**src/rtl/dud_defines.svh**
```systemverilog
// Constants shared by the converter update block and its host end.
// Included by bare name; holds definitions only.
`ifndef DUD_DEFINES_SVH
`define DUD_DEFINES_SVH

// Device register addresses on the link (5 bits).
`define DUD_A_NOP    5'h00
`define DUD_A_INPUT  5'h01
`define DUD_A_GAIN   5'h02
`define DUD_A_OFFS   5'h03
`define DUD_A_CLEAR  5'h04
`define DUD_A_CFG    5'h05
`define DUD_A_KEY    5'h06
`define DUD_A_SETA   5'h07
`define DUD_A_SETB   5'h08
`define DUD_A_CHK    5'h09
`define DUD_A_RES    5'h0a
`define DUD_A_STAT   5'h0b
`define DUD_A_TICKS  5'h0c
`define DUD_A_RBSEL  5'h0d
`define DUD_A_SLOAD  5'h0e
`define DUD_A_OUT    5'h0f
`define DUD_A_WDC    5'h10
`define DUD_A_ANA    5'h11

// Key codes.
`define DUD_KEY_RST1 16'h15fa
`define DUD_KEY_RST2 16'haf51
`define DUD_KEY_CAL  16'hfcba

// Field positions.
`define DUD_CFG_SLEW  4
`define DUD_SETA_HALT 0
`define DUD_SETB_GLOB 0
`define DUD_CHK_INV   0
`define DUD_CHK_LATCH 1
`define DUD_CHK_CRC   2
`define DUD_CHK_TICK  3
`define DUD_WDC_FALL  0
`define DUD_WDC_RST   1
`define DUD_R_RESET   0
`define DUD_R_WDOG    1
`define DUD_R_LATCH   2
`define DUD_R_INV     3
`define DUD_R_CRC     4
`define DUD_R_INVAL   5
`define DUD_R_PEND    6
`define DUD_R_SLEW    7
`define DUD_R_HALT    8

// Reset values.
`define DUD_GAIN_RST 16'hffff
`define DUD_OFFS_RST 16'h8000
`define DUD_CHK_RST  16'h000d
`define DUD_SETA_RST 16'h0001

// Fixed words, steps and counts.
`define DUD_HALT_WORD  24'h07dead
`define DUD_SLEW_STEP  16'h0100
`define DUD_CAL_WORDS  4
`define DUD_SETTLE     2'h3
`define DUD_TICK_DIV   10000
`define DUD_CLK_MHZ    250
`define DUD_CAL_WAIT_US 500
`define DUD_CAL_WAIT   (`DUD_CAL_WAIT_US * `DUD_CLK_MHZ)

// Host APB register offsets.
`define DUD_H_CMD  12'h000
`define DUD_H_STAT 12'h004
`define DUD_H_RDBK 12'h008
`define DUD_H_CTRL 12'h00c

`endif

```
**src/rtl/dud_pkg.sv**
```systemverilog
// Types for the converter update block and its host end.
// Assumes nothing of its surroundings.
package dud_pkg;

  typedef struct packed {
    logic [15:0] code, gain, offs, clr, cfg, seta, setb, chk, wdc, rbsel;
    logic [15:0] outv, target, dac, dac_inv, ticks, res;
    logic [13:0] pre;
    logic [3:0]  calcnt, ana;
    logic [7:0]  crc;
    logic [23:0] rdw;
    logic        pend, fallback, armed, strobe, key1;
    logic [1:0]  settle;
    logic [2:0]  ls;
    logic [1:0]  hs;
    logic [15:0] lat1, lat2;
    logic [3:0]  ana1, ana2;
  } dud_dev_t;

  typedef enum logic [1:0] {
    DUD_IDLE = 2'b00,
    DUD_KEY2 = 2'b01,
    DUD_WAIT = 2'b10
  } dud_hfsm_t;

  typedef struct packed {
    dud_hfsm_t   fsm;
    logic        wr_valid, lsn, need_code, refused, pready, pslverr;
    logic [4:0]  wr_addr;
    logic [15:0] wr_data;
    logic [31:0] prdata, waitcnt;
  } dud_host_t;

endpackage

```
**src/rtl/dud_if.sv**
```systemverilog
// Link between the host end and the converter update block.
// Both ends run on pclk with reset presetn.
`timescale 1ns/1ps
`default_nettype none
interface dud_if (
  input wire logic pclk,    // Common clock.
  input wire logic presetn  // Asynchronous reset, active low.
);
  logic        wr_valid;      // One-cycle register write.
  logic [4:0]  wr_addr;       // Register address.
  logic [15:0] wr_data;       // Write data.
  logic [23:0] rd_word;       // Readback word.
  logic        load_strobe_n; // Hardware load pin.

  modport dev (
    input  pclk, presetn, wr_valid, wr_addr, wr_data, load_strobe_n,
    output rd_word
  );
  modport host (
    input  pclk, presetn, rd_word,
    output wr_valid, wr_addr, wr_data, load_strobe_n
  );
endinterface
`default_nettype wire

```
**src/rtl/dud_code_calc.sv**
```systemverilog
// Gain and offset arithmetic for the converter code.
// Purely combinational; the caller registers the result.
`timescale 1ns/1ps
`default_nettype none
module dud_code_calc (
  input  wire logic [15:0] code,  // Input code.
  input  wire logic [15:0] gain,  // Gain trim.
  input  wire logic [15:0] offs,  // Offset trim.
  output logic      [15:0] result // Clamped converter code.
);
  logic [32:0] prod;
  logic [18:0] sum;

  // Code times (gain+1) over 2^16, plus offset, minus 2^15.
  always_comb
  begin
    prod = {17'h0, code} * {16'h0, 17'({1'b0, gain} + 17'h1)};
    sum = {2'h0, prod[32:16]} + {3'h0, offs} - 19'h08000;
    if (sum[18])
      result = 16'h0000;
    else if (sum[17:16] != 2'h0)
      result = 16'hffff;
    else
      result = sum[15:0];
  end
endmodule // dud_code_calc
`default_nettype wire

```
**src/rtl/dud_dev.sv**
```systemverilog
// Converter update and data-integrity logic: load control, checks,
// keys, calibration refresh, oscillator monitor and sticky flags.
// Assumes the host keeps the write ordering described below.
//
// How it works
// Strobe low: write loads output at frame end.
// Strobe high: code waits for load event.
// Timeout with fallback enabled loads clear code.
// Slew enabled: output register shows stepped value.
// Watchdog flag blocks code writes and loads.
// After fallback, loads reload clear code until a new code write.
// Host writes code after range setup.
// Host writes trims before the code.
// Global mode: load command ignores address bits.
// Code and inverse copy checked before strobe.
// Latch monitor flags mismatch with latch code.
// Reset needs two key writes in order.
// Reset from pin, keys or timeout.
// Reset flag sets on reset, write-1 clears.
// Refresh on key or range change, CRC checked.
// Refresh: only readback-select and no-op writes allowed.
// Host waits 500 us after refresh start.
// Tick counter counts oscillator divided by 10000.
// Halted oscillator sends fixed word every frame.
// Write one reloads flag with present fault.
// Pending and slew flags clear by themselves.
// Status holds analog and logic summary bits.
// Code from gain and offset arithmetic.
// Failed inverse check blocks strobe, sets flag.
`timescale 1ns/1ps
`default_nettype none
`include "dud_defines.svh"
module dud_dev #(
  parameter int          TICK_DIV = `DUD_TICK_DIV, // Cycles per tick.
  parameter logic [7:0]  CAL_REF  = 8'h00,         // Reference CRC.
  parameter logic [63:0] SHADOW   = 64'h0          // Calibration words.
) (
  dud_if.dev               lnk,        // Link to the host.
  input  wire logic [3:0]  dev_addr,   // Device address straps.
  input  wire logic        wdog_tmo,   // Watchdog timeout pulse.
  input  wire logic        osc_halted, // Oscillator stop detector.
  input  wire logic [15:0] latch_code, // Code seen at the latches.
  input  wire logic [3:0]  ana_fault,  // Analog fault conditions.
  output logic      [15:0] dac_code,   // Checked converter code.
  output logic             dac_strobe, // Converter update pulse.
  output logic      [15:0] out_code    // Momentary output code.
);
  dud_pkg::dud_dev_t s_q, s_d;
  logic [15:0] calc;
  logic [15:0] pres;
  logic [15:0] rd;
  logic [15:0] step;
  logic        w, wd_flag, refresh, load_ev, halted, swrst, cal_go;

  dud_code_calc u_calc (
    .code   (s_q.code),
    .gain   (s_q.gain),
    .offs   (s_q.offs),
    .result (calc)
  );

  function automatic dud_pkg::dud_dev_t dev_init();
    dud_pkg::dud_dev_t v;
    v = '0;
    v.gain = `DUD_GAIN_RST;
    v.offs = `DUD_OFFS_RST;
    v.chk = `DUD_CHK_RST;
    v.seta = `DUD_SETA_RST;
    v.res[`DUD_R_RESET] = 1'b1;
    v.ls = 3'h7;
    return v;
  endfunction

  function automatic logic [7:0] crc8(logic [7:0] c, logic [15:0] d);
    logic [7:0] r;
    r = c;
    for (int i = 15; i >= 0; i--)
      r = {r[6:0], 1'b0} ^ ((r[7] ^ d[i]) ? 8'h07 : 8'h00);
    return r;
  endfunction

  assign dac_code = s_q.dac;
  assign dac_strobe = s_q.strobe;
  assign out_code = s_q.outv;
  assign lnk.rd_word = s_q.rdw;

  always_comb
  begin
    s_d = s_q;
    w = lnk.wr_valid;
    wd_flag = s_q.res[`DUD_R_WDOG];
    refresh = s_q.calcnt != 4'h0;
    halted = s_q.hs[1] & s_q.seta[`DUD_SETA_HALT];
    swrst = 1'b0;
    cal_go = 1'b0;
    load_ev = 1'b0;
    pres = '0;
    s_d.strobe = 1'b0;
    // Pin synchronisers.
    s_d.ls = {s_q.ls[1:0], lnk.load_strobe_n};
    s_d.hs = {s_q.hs[0], osc_halted};
    s_d.lat1 = latch_code;
    s_d.lat2 = s_q.lat1;
    s_d.ana1 = ana_fault;
    s_d.ana2 = s_q.ana1;
    // Hardware strobe pulsed low.
    if (s_q.ls[2] && !s_q.ls[1])
      load_ev = 1'b1;
    // Strobe held low: a code written last cycle loads now, so the
    // arithmetic sees the new code rather than the one before it.
    if (s_q.pend && !s_q.ls[1])
      load_ev = 1'b1;
    if (w)
      s_d.key1 = 1'b0;
    if (w && refresh && lnk.wr_addr != `DUD_A_RBSEL &&
        lnk.wr_addr != `DUD_A_NOP)
      s_d.res[`DUD_R_INVAL] = 1'b1;
    else if (w)
    begin
      case (lnk.wr_addr)
        `DUD_A_INPUT:
          if (!wd_flag)
          begin
            s_d.code = lnk.wr_data;
            s_d.fallback = 1'b0;
            s_d.pend = 1'b1;
          end
        `DUD_A_GAIN: s_d.gain = lnk.wr_data;
        `DUD_A_OFFS: s_d.offs = lnk.wr_data;
        `DUD_A_CLEAR: s_d.clr = lnk.wr_data;
        `DUD_A_SETA: s_d.seta = lnk.wr_data;
        `DUD_A_SETB: s_d.setb = lnk.wr_data;
        `DUD_A_CHK: s_d.chk = lnk.wr_data;
        `DUD_A_WDC: s_d.wdc = lnk.wr_data;
        `DUD_A_RBSEL: s_d.rbsel = lnk.wr_data;
        `DUD_A_CFG:
        begin
          s_d.cfg = lnk.wr_data;
          if (lnk.wr_data[3:0] != s_q.cfg[3:0])
            cal_go = 1'b1;
        end
        `DUD_A_KEY:
        begin
          if (s_q.key1 && lnk.wr_data == `DUD_KEY_RST2)
            swrst = 1'b1;
          s_d.key1 = lnk.wr_data == `DUD_KEY_RST1;
          if (lnk.wr_data == `DUD_KEY_CAL)
            cal_go = 1'b1;
        end
        `DUD_A_SLOAD:
          if (s_q.setb[`DUD_SETB_GLOB] || lnk.wr_data[3:0] == dev_addr)
            load_ev = 1'b1;
        default: ;
      endcase
    end
    // Load: pending code, or the clear code after a fallback.
    if (load_ev && !wd_flag && (s_q.pend || s_q.fallback))
    begin
      s_d.target = s_q.fallback ? s_q.clr : calc;
      s_d.pend = 1'b0;
      s_d.armed = 1'b1;
    end
    // Fault conditions as they stand now, for write-one updates.
    pres[`DUD_R_LATCH] = s_q.chk[`DUD_CHK_LATCH] && s_q.settle == 2'h0 &&
                         s_q.lat2 != s_q.dac;
    pres[`DUD_R_HALT] = halted;
    if (w && !refresh && lnk.wr_addr == `DUD_A_RES)
      s_d.res = (s_q.res & ~lnk.wr_data) | (lnk.wr_data & pres);
    if (w && !refresh && lnk.wr_addr == `DUD_A_ANA)
      s_d.ana = (s_q.ana & ~lnk.wr_data[3:0]) |
                (lnk.wr_data[3:0] & s_q.ana2);
    s_d.ana = s_d.ana | s_q.ana2;
    // Events set flags after any write-one update, so set wins.
    s_d.res[`DUD_R_LATCH] = s_d.res[`DUD_R_LATCH] | pres[`DUD_R_LATCH];
    s_d.res[`DUD_R_HALT] = s_d.res[`DUD_R_HALT] | halted;
    if (wdog_tmo)
    begin
      s_d.res[`DUD_R_WDOG] = 1'b1;
      if (s_q.wdc[`DUD_WDC_FALL])
      begin
        s_d.target = s_q.clr;
        s_d.armed = 1'b1;
        s_d.fallback = 1'b1;
        s_d.pend = 1'b0;
      end
      if (s_q.wdc[`DUD_WDC_RST])
        swrst = 1'b1;
    end
    // Output stepping toward the target.
    if (!s_q.cfg[`DUD_CFG_SLEW] || s_q.outv == s_d.target)
      s_d.outv = s_d.target;
    else if (s_q.outv < s_d.target)
    begin
      step = s_d.target - s_q.outv;
      s_d.outv = s_q.outv + ((step < `DUD_SLEW_STEP) ? step
                                                     : `DUD_SLEW_STEP);
    end
    else
    begin
      step = s_q.outv - s_d.target;
      s_d.outv = s_q.outv - ((step < `DUD_SLEW_STEP) ? step
                                                     : `DUD_SLEW_STEP);
    end
    step = '0;
    s_d.res[`DUD_R_SLEW] = s_d.outv != s_d.target;
    // Stage code and inverse copy, strobe next cycle if they agree.
    if (s_d.outv != s_q.outv || s_d.armed)
    begin
      s_d.dac = s_d.outv;
      s_d.dac_inv = ~s_d.outv;
      s_d.armed = 1'b1;
    end
    if (s_q.armed)
    begin
      if (!s_q.chk[`DUD_CHK_INV] || s_q.dac == ~s_q.dac_inv)
      begin
        s_d.strobe = 1'b1;
        s_d.settle = `DUD_SETTLE;
      end
      else
        s_d.res[`DUD_R_INV] = 1'b1;
      s_d.armed = s_d.outv != s_q.outv;
    end
    else if (s_q.settle != 2'h0)
      s_d.settle = s_q.settle - 2'h1;
    // Calibration refresh with CRC over the shadow words.
    if (refresh)
    begin
      s_d.crc = crc8(s_q.crc, SHADOW[16*(s_q.calcnt-4'h1) +: 16]);
      s_d.calcnt = s_q.calcnt - 4'h1;
      if (s_q.calcnt == 4'h1 && s_q.chk[`DUD_CHK_CRC] && s_d.crc != CAL_REF)
        s_d.res[`DUD_R_CRC] = 1'b1;
    end
    if (cal_go)
    begin
      s_d.calcnt = 4'(`DUD_CAL_WORDS);
      s_d.crc = 8'h00;
    end
    s_d.res[`DUD_R_PEND] = s_d.calcnt != 4'h0;
    // Oscillator tick counter.
    if (s_q.chk[`DUD_CHK_TICK])
    begin
      if (s_q.pre == 14'(TICK_DIV - 1))
      begin
        s_d.pre = '0;
        s_d.ticks = s_q.ticks + 16'h1;
      end
      else
        s_d.pre = s_q.pre + 14'h1;
    end
    // Readback.
    case (s_q.rbsel[4:0])
      `DUD_A_INPUT: rd = s_q.code;
      `DUD_A_GAIN: rd = s_q.gain;
      `DUD_A_OFFS: rd = s_q.offs;
      `DUD_A_CLEAR: rd = s_q.clr;
      `DUD_A_CFG: rd = s_q.cfg;
      `DUD_A_SETA: rd = s_q.seta;
      `DUD_A_SETB: rd = s_q.setb;
      `DUD_A_CHK: rd = s_q.chk;
      `DUD_A_WDC: rd = s_q.wdc;
      `DUD_A_RES: rd = s_q.res;
      `DUD_A_ANA: rd = {12'h0, s_q.ana};
      `DUD_A_STAT: rd = {13'h0, wd_flag, |s_q.ana,
                         |(s_q.res & ~(16'h1 << `DUD_R_SLEW))};
      `DUD_A_TICKS: rd = s_q.ticks;
      `DUD_A_OUT: rd = s_q.outv;
      default: rd = 16'h0000;
    endcase
    s_d.rdw = halted ? `DUD_HALT_WORD : {3'h0, s_q.rbsel[4:0], rd};
    if (swrst)
    begin
      s_d = dev_init();
      s_d.ls = s_q.ls;
      s_d.hs = s_q.hs;
      s_d.lat2 = s_q.lat2;
      s_d.ana2 = s_q.ana2;
    end
  end

  always_ff @(posedge lnk.pclk or negedge lnk.presetn)
  begin
    if (!lnk.presetn)
      s_q <= dev_init();
    else
      s_q <= s_d;
  end
endmodule // dud_dev
`default_nettype wire

```
**src/flat_wrapper.sv**
```systemverilog
// flat-port wrapper written by rule: the top's interface ports become plain ports
module dud_dev_flat 
#(
  parameter int          TICK_DIV = `DUD_TICK_DIV,                    
  parameter logic [7:0]  CAL_REF  = 8'h00,                          
  parameter logic [63:0] SHADOW   = 64'h0                               
)
  (dev_addr, wdog_tmo, osc_halted, latch_code, ana_fault, dac_code, dac_strobe, out_code, pclk, presetn, lnk_wr_valid, lnk_wr_addr, lnk_wr_data, lnk_load_strobe_n, lnk_rd_word);
  dud_if lnk_i (.pclk(pclk), .presetn(presetn));
  input  wire logic [3:0] dev_addr;
  input  wire logic wdog_tmo;
  input  wire logic osc_halted;
  input  wire logic [15:0] latch_code;
  input  wire logic [3:0] ana_fault;
  output logic      [15:0] dac_code;
  output logic dac_strobe;
  output logic      [15:0] out_code;
  input wire logic pclk;
  input wire logic presetn;
  input wire logic [$bits(lnk_i.wr_valid)-1:0] lnk_wr_valid;
  input wire logic [$bits(lnk_i.wr_addr)-1:0] lnk_wr_addr;
  input wire logic [$bits(lnk_i.wr_data)-1:0] lnk_wr_data;
  input wire logic [$bits(lnk_i.load_strobe_n)-1:0] lnk_load_strobe_n;
  output wire logic [$bits(lnk_i.rd_word)-1:0] lnk_rd_word;
  assign lnk_i.wr_valid = lnk_wr_valid;
  assign lnk_i.wr_addr = lnk_wr_addr;
  assign lnk_i.wr_data = lnk_wr_data;
  assign lnk_i.load_strobe_n = lnk_load_strobe_n;
  assign lnk_rd_word = lnk_i.rd_word;
  dud_dev #(.TICK_DIV(TICK_DIV), .CAL_REF(CAL_REF), .SHADOW(SHADOW)) u_core (.lnk(lnk_i), .dev_addr(dev_addr), .wdog_tmo(wdog_tmo), .osc_halted(osc_halted), .latch_code(latch_code), .ana_fault(ana_fault), .dac_code(dac_code), .dac_strobe(dac_strobe), .out_code(out_code));
endmodule
```
**config.mk**
```make
export PLATFORM = sky130hd
export DESIGN_NAME = dud_dev_flat
export DESIGN_NICKNAME = d
export VERILOG_FILES = /design/src/rtl/dud_pkg.sv /design/src/rtl/dud_if.sv /design/src/rtl/dud_code_calc.sv /design/src/rtl/dud_dev.sv /design/src/flat_wrapper.sv
export VERILOG_INCLUDE_DIRS = /design/src /design/src/rtl
export SDC_FILE = /design/constraint.sdc
export NUM_CORES = 2
export LEC_CHECK = 0
export ABC_AREA = 1
export BUFFER_PORTS_ARGS = -buffer_cell sky130_fd_sc_hd__buf_2
export CAP_MARGIN = 0
export CORE_MARGIN = 5
export CORE_UTILIZATION = 44
export CTS_CLUSTER_DIAMETER = 80
export CTS_CLUSTER_SIZE = 14
export DETAILED_ROUTE_END_ITERATION = 10
export GPL_ROUTABILITY_DRIVEN = 0
export PLACE_DENSITY_LB_ADDON = 0.05
export SLEW_MARGIN = 20
export SYNTH_ARGS = -nofsm -noshare
export SYNTH_HDL_FRONTEND = slang
export SYNTH_HIERARCHICAL = 1
export SYNTH_SLANG_ARGS = --single-unit
```
**constraint.sdc**
```tcl
create_clock -name pclk -period 13.7 [get_ports pclk]
set_clock_uncertainty 0.05 [all_clocks]
set_input_delay 0 -clock pclk [delete_from_list [all_inputs] [get_ports pclk]]
set_output_delay 0 -clock pclk [all_outputs]
set_load 0.05 [all_outputs]
```
==> Yosys cells after proc, flatten, opt, wreduce, memory -nomap -nowiden <==
Index checks and enable logic that the tools add are counted.
{ "classes": {"add_sub_neg": 12, "multipliers": 1, "n_lt_le_gt_ge": 3, "eq_ne": 44, "n_shift": 1, "mux": 94, "bitwise": 46, "n_reduce_logical": 65} }
{ "ops": {"columns": ["operator", "count"], "rows": [
  ["$mux 16", 24],
  ["$mux 362", 1],
  ["$mux 160", 2],
  ["$pmux 16 s14", 1],
  ["$xor 8x8->8", 16],
  ["$shiftx 64x33->16 const A", 1],
  ["$eq 5x4->1 const B", 11],
  ["$mux 3", 18],
  ["$ne 16x16->1", 3],
  ["$not 16->16", 3],
  ["$sub 16x16->16", 3],
  ["$eq 5x3->1 const B", 7],
  ["$reduce_bool 2->1", 17],
  ["$mul 16x17->33", 1],
  ["$eq 16x16->1", 2],
  ["$eq 16x16->1 const B", 2],
  ["$lt 16x9->1 const B", 2],
  ["$mux 32", 1],
  ["$mux 1", 30],
  ["$mux 14", 2],
  ["$reduce_and 3->1", 9],
  ["$mux 21", 1],
  ["$eq 5x2->1 const B", 4],
  ["$eq 5x5->1 const B", 4],
  ["other kinds (45)", 101]
]} }
{ "totals": {"reg_bits": 351, "input_bits": 51, "out_inout_bits": 57, "wordCells": 302} }

==> Longest topological paths before layout <==
{ "logic_depth": {"ltp_word": 55, "mapped_depth": 102, "depth_no_buf": 100} }

==> Modules after synthesis <==
Netlist, hierarchy kept.
{ "by_module_without_submodules": {"columns": ["mod", "n_inst", "cells_each", "area_per_inst_um2", "seq_area_each_um2"], "rows": [
  ["dud_dev", 1, 2674, 20362.0, 8739.6],
  ["dud_code_calc", 1, 1459, 10674.0, 0.0]
]} }

==> Least setup slack after synthesis <==
Ideal clock, no wire load.
{ "synth_path": {"path_kind": "flip-flop to flip-flop", "startpoint": "reg u_core/s_q[330] in the netlist's numbering", "endpoint": "reg u_core.s_q (netlist bit u_core/dac_code[10])", "setup_time_ps": 117, "arrival_time_ps": 12868, "required_ps": 13533, "path_slack_ps": 664, "stages_incl_launch_ff": 88, "path_buffers": 3, "period_less_slack_ps": 13036, "cell_sequence": "dfstp_2 -> ha_1 -> nand2_1 -> nor2_1 -> nand2_1 -> nor2_1 -> xor2_2 -> inv_2 -> nand2_1 -> fa_1 -> fa_1 -> inv_1 -> fa_1 -> fa_1 -> fa_1 -> inv_1 -> fa_1 -> inv_1 -> [52 not listed] -> nor2_1 -> ha_1 -> inv_1 -> nor3_1 -> nand3_1 -> nand3_1 -> nand3_1 -> o211ai_1 -> a21oi_1 -> o21ai_0 -> a21boi_2 -> xor2_1 -> nand4_1 -> nor2_4 -> nand3_4 -> buf_6 -> nand2_1 -> nand2_1"} }
{ "synth_via": {"elab_chain_cells": 20, "word_cells_on_any_way": 29, "classes_between": "7 x add/sub; 1 x mul; 3 x order compare; 2 x eq/ne; 12 x mux; 4 x reduce/logical"} }
{ "synth_rtl": {"columns": ["item", "line", "rtl"], "rows": [
  ["from (decl)", "dud_dev.sv:48", "dud_pkg::dud_dev_t s_q, s_d;"],
  ["from (signal assigned)", "dud_dev.sv:284", "s_q <= dev_init();"],
  ["$add 16x1->17 (*)", "dud_code_calc.sv:17", "prod = {17'h0, code} * {16'h0, 17'({1'b0, gain} + 17'h1)};"],
  ["$mul 16x17->33 (*)", "dud_code_calc.sv:17", null],
  ["$add 17x16->18 (*)", "dud_code_calc.sv:18", "sum = {2'h0, prod[32:16]} + {3'h0, offs} - 19'h08000;"],
  ["$sub 18x16->19 (*)", "dud_code_calc.sv:18", null],
  ["$reduce_bool 2->1", "dud_code_calc.sv:21", "else if (sum[17:16] != 2'h0)"],
  ["$mux 16", "dud_code_calc.sv:21", null],
  ["$mux 16 (*)", "dud_code_calc.sv:19", "if (sum[18])"],
  ["net u_core.calc[8]", "dud_dev.sv:49", "logic [15:0] calc;"],
  ["[5 not listed]", null, null],
  ["$lt 16x9->1 (no source line)", null, null],
  ["$mux 16 (no source line)", null, null],
  ["$sub 16x16->16 or $add 16x16->16 (tied branches)", "dud_dev.sv:201, dud_dev.sv:195", null],
  ["$mux 16", "dud_dev.sv:192", "else if (s_q.outv < s_d.target)"],
  ["$mux 16 (*)", "dud_dev.sv:190", "if (!s_q.cfg[`DUD_CFG_SLEW] || s_q.outv == s_d.target)"],
  ["$ne 16x16->1", "dud_dev.sv:207", "if (s_d.outv != s_q.outv || s_d.armed)"],
  ["$logic_or 1x1->1", "dud_dev.sv:207", null],
  ["$reduce_bool 2->1 (no source line)", null, null]
]} }
The timed path passes the listed nets; every way through them passes the cells marked *. The select of a mux whose other input is x is not followed.
A chain may end at the register's enable or synchronous reset.

==> Worst setup path in the final report <==
{ "layout_path": {"startpoint": "reg u_core/s_q[331] in the netlist's numbering", "endpoint": "reg u_core.s_q (netlist bit u_core/dac_code[6])"} }
The elaborated chain is that of the path after synthesis.

==> flow_metrics.tcl <==
set metrics [dict create \
    end_kind "flip-flop" \
    startpoint_type "flip-flop" \
    r2r_slack_ns 0.14 \
    synth_cells 4133 \
    drt_wl_total_um 115000 \
    rows 97 \
    timing.rr.end "u_core/dac_code[6]" \
    core_sq_um 70000 \
    syn_area_per_cell_sq_um 7.51 \
    antenna_left 0 \
    viasPerCell 5.32 \
    yosys_warnings 6 \
    clk_latency_ns 0.57 \
    cp_num_cells 88 \
    port_buffers 104 \
    drt-initial-drc-count 2652 \
    path_clk_slew_ns 0.07 \
    min_period_over_period 0.990 \
    final_cells 5651 \
    worstMarginPinSlew_ns 1.02 \
    r2r_cells 88 \
    crit_family "adder cells" \
    cp_slowest_cell "fa_2" \
    min_period_ns 13.56 \
    ys_async_sr_fraction 1.00 \
    hpwl_um 89400 \
    start_util 0.443 \
    path_max_fanout 9 \
    synth_area_sq_um 31000 \
    area_growth_pct 27.8 \
    post_dp_cell_area_sq_um 35400 \
    setup_tns_ns 0 \
    max-slew-margin-rel 0.320 \
    cts_buffer_depth 3 \
    cts_made_buffers 28 \
    grt_antenna_before_repair 3 \
    whs_ns 0.0412 \
    cp_slowest_stage_delay_ns 0.64 \
    path_class "flip-flop to flip-flop" \
    nets 5139 \
    grt_max_degree 92 \
    fmax_mhz 73.8 \
    htree_levels 1 \
    path_common_cell "nand2_1" \
    synth-seq-cells 348 \
    layout_commonest_cell "nand2_1" \
    die-area_sq_um 75900 \
    cp.required_ns 14.10 \
    drc_errors 0 \
    grt.overflow.total 0 \
    dr_total_vias 30100 \
    netlist-cell-type-count 74 \
    grt_pass1_vias 29300 \
    layout-drive-gt1-share 0.264 \
    cap_viol_max_count 0 \
    firstDrtPassIters 8 \
    ys_seq_area_frac 0.282 \
    wire_per_inst_um 20.4 \
    crit_end "u_core/dac_code[6]" \
    hold_path_class "input pin to flip-flop" \
    hold_viol 0 \
    final_area_sq_um 39700 \
    outcome "finished clean" \
    root_buffer "clkbuf_16" \
    die_height_um 276 \
    critical_path_arrival_ns 13.96 \
    synth_edf_count 0 \
    dp.cells 5475 \
    setup_violations 0 \
    drv_slew 0 \
    cts.sinks 348 \
    synth_flop_cell "dfrtp_1" \
    final_cell_mix "nand2_1, inv_1, buf_4" \
    cts_tree "done" \
    critPathBufInv 16 \
    io_pins 108 \
    crit-reg2reg-launch "u_core/s_q[331]" \
    track_usage 0.295 \
    rsz0062_at_grt "true" \
    die_w_um 276 \
    grt_pass1_wl_um 173000 \
    worstSetupStartpoint "u_core/s_q[331]" \
]
[synth_stat cells, types with 11 or more instances]
cell type / count / share of area
buf_4: 68 / 0.016
nand3_1: 158 / 0.025
clkinv_1: 13 / 0.0016
nor3_1: 49 / 0.0079
ha_1: 189 / 0.076
o22ai_1: 33 / 0.0067
xnor2_1: 33 / 0.0093
fa_1: 211 / 0.14
nand2_1: 1010 / 0.12
a21oi_1: 145 / 0.023
xor2_1: 71 / 0.020
o21a_1: 11 / 0.0027
a211oi_1: 19 / 0.0046
nor4_1: 21 / 0.0042
or2_2: 12 / 0.0024
dfrtp_1: 323 / 0.26
inv_1: 704 / 0.085
dfstp_2: 25 / 0.021
clkbuf_1: 84 / 0.010
nand4_1: 74 / 0.015
a221oi_1: 29 / 0.0082
inv_2: 30 / 0.0036
nor2_1: 364 / 0.044
nand3_2: 17 / 0.0055
nand2_2: 15 / 0.0030
o211ai_1: 15 / 0.0036
o21ai_0: 254 / 0.041
[stage by stage]
stage	setup WS, ns	util
2_1_floorplan	0.664	-
3_3_place_gp	-0.658	0.506
3_5_place_dp	-0.682	0.506
4_1_cts	0.000265	0.539
5_1_grt	-0.532	0.567
6_report	0.143	0.567
[registers in the layout, indices dropped and copies added, names as in the netlist]
name and flops:
u_core/lnk.rd_word 21, u_core/dac_code 16, u_core/s_q 294, u_core/out_code 16
u_core/dac_strobe 1
[cell families after synthesis]
family	after synthesis	share of synthesized area
and+or+nand+nor	1759	0.240
buffers and inverters	927	0.123
AOI/OAI and AO/OA	593	0.113
adders and majority gates	400	0.212
DFF	348	0.282
xor gates and xnor gates	105	0.0299
other	1	0.000121
[timing repair]
item	in CTS	in global routing
gates resized for setup	180	396
hold buffers	48	0
gates cloned	1	4
buffers inserted	25	45
endpoints found under the setup margin	39	43
endpoints found under the hold margin	175	0
pin swaps	59	217
[how the worst min path moves through the flow]
stage	endpoint	cells past startpoint	start
floorplan	u_core/dac_code[0]	0	presetn
global placement	u_core/s_q[81]	1	presetn
detailed placement	u_core/s_q[81]	1	presetn
CTS	u_core/s_q[111]	6	lnk_wr_addr[3]
global route	u_core/s_q[237]	4	lnk_wr_addr[2]
finish	u_core/s_q[237]	4	lnk_wr_addr[2]
[routing by layer]
layer	share of wire	track usage	up-vias
met4	0.038	0.0905	0
met2	0.45	0.477	1171
met5	0	0	-
met3	0.069	0.0389	217
li1	-	-	14100
met1	0.44	0.416	14600
[worst min-delay path: stages]
cell and delay [ns]:
buf_2 0.11, nor2_1 0.08, nand4_1 0.34, o21ai_0 0.13
[final cells by class]
type	instances	area [sq um]
diodes	1	2.50
clock buffers	52	812
fillers	6681	30400
inverters	747	2830
multi-input cells	2861	20700
flip-flops and latches	348	8740
well taps	940	1180
repair buffers	702	5390
Power is left out: the tool's default activity adds up to more than one toggle a clock period on the data nets, which glitch-free logic cannot reach.
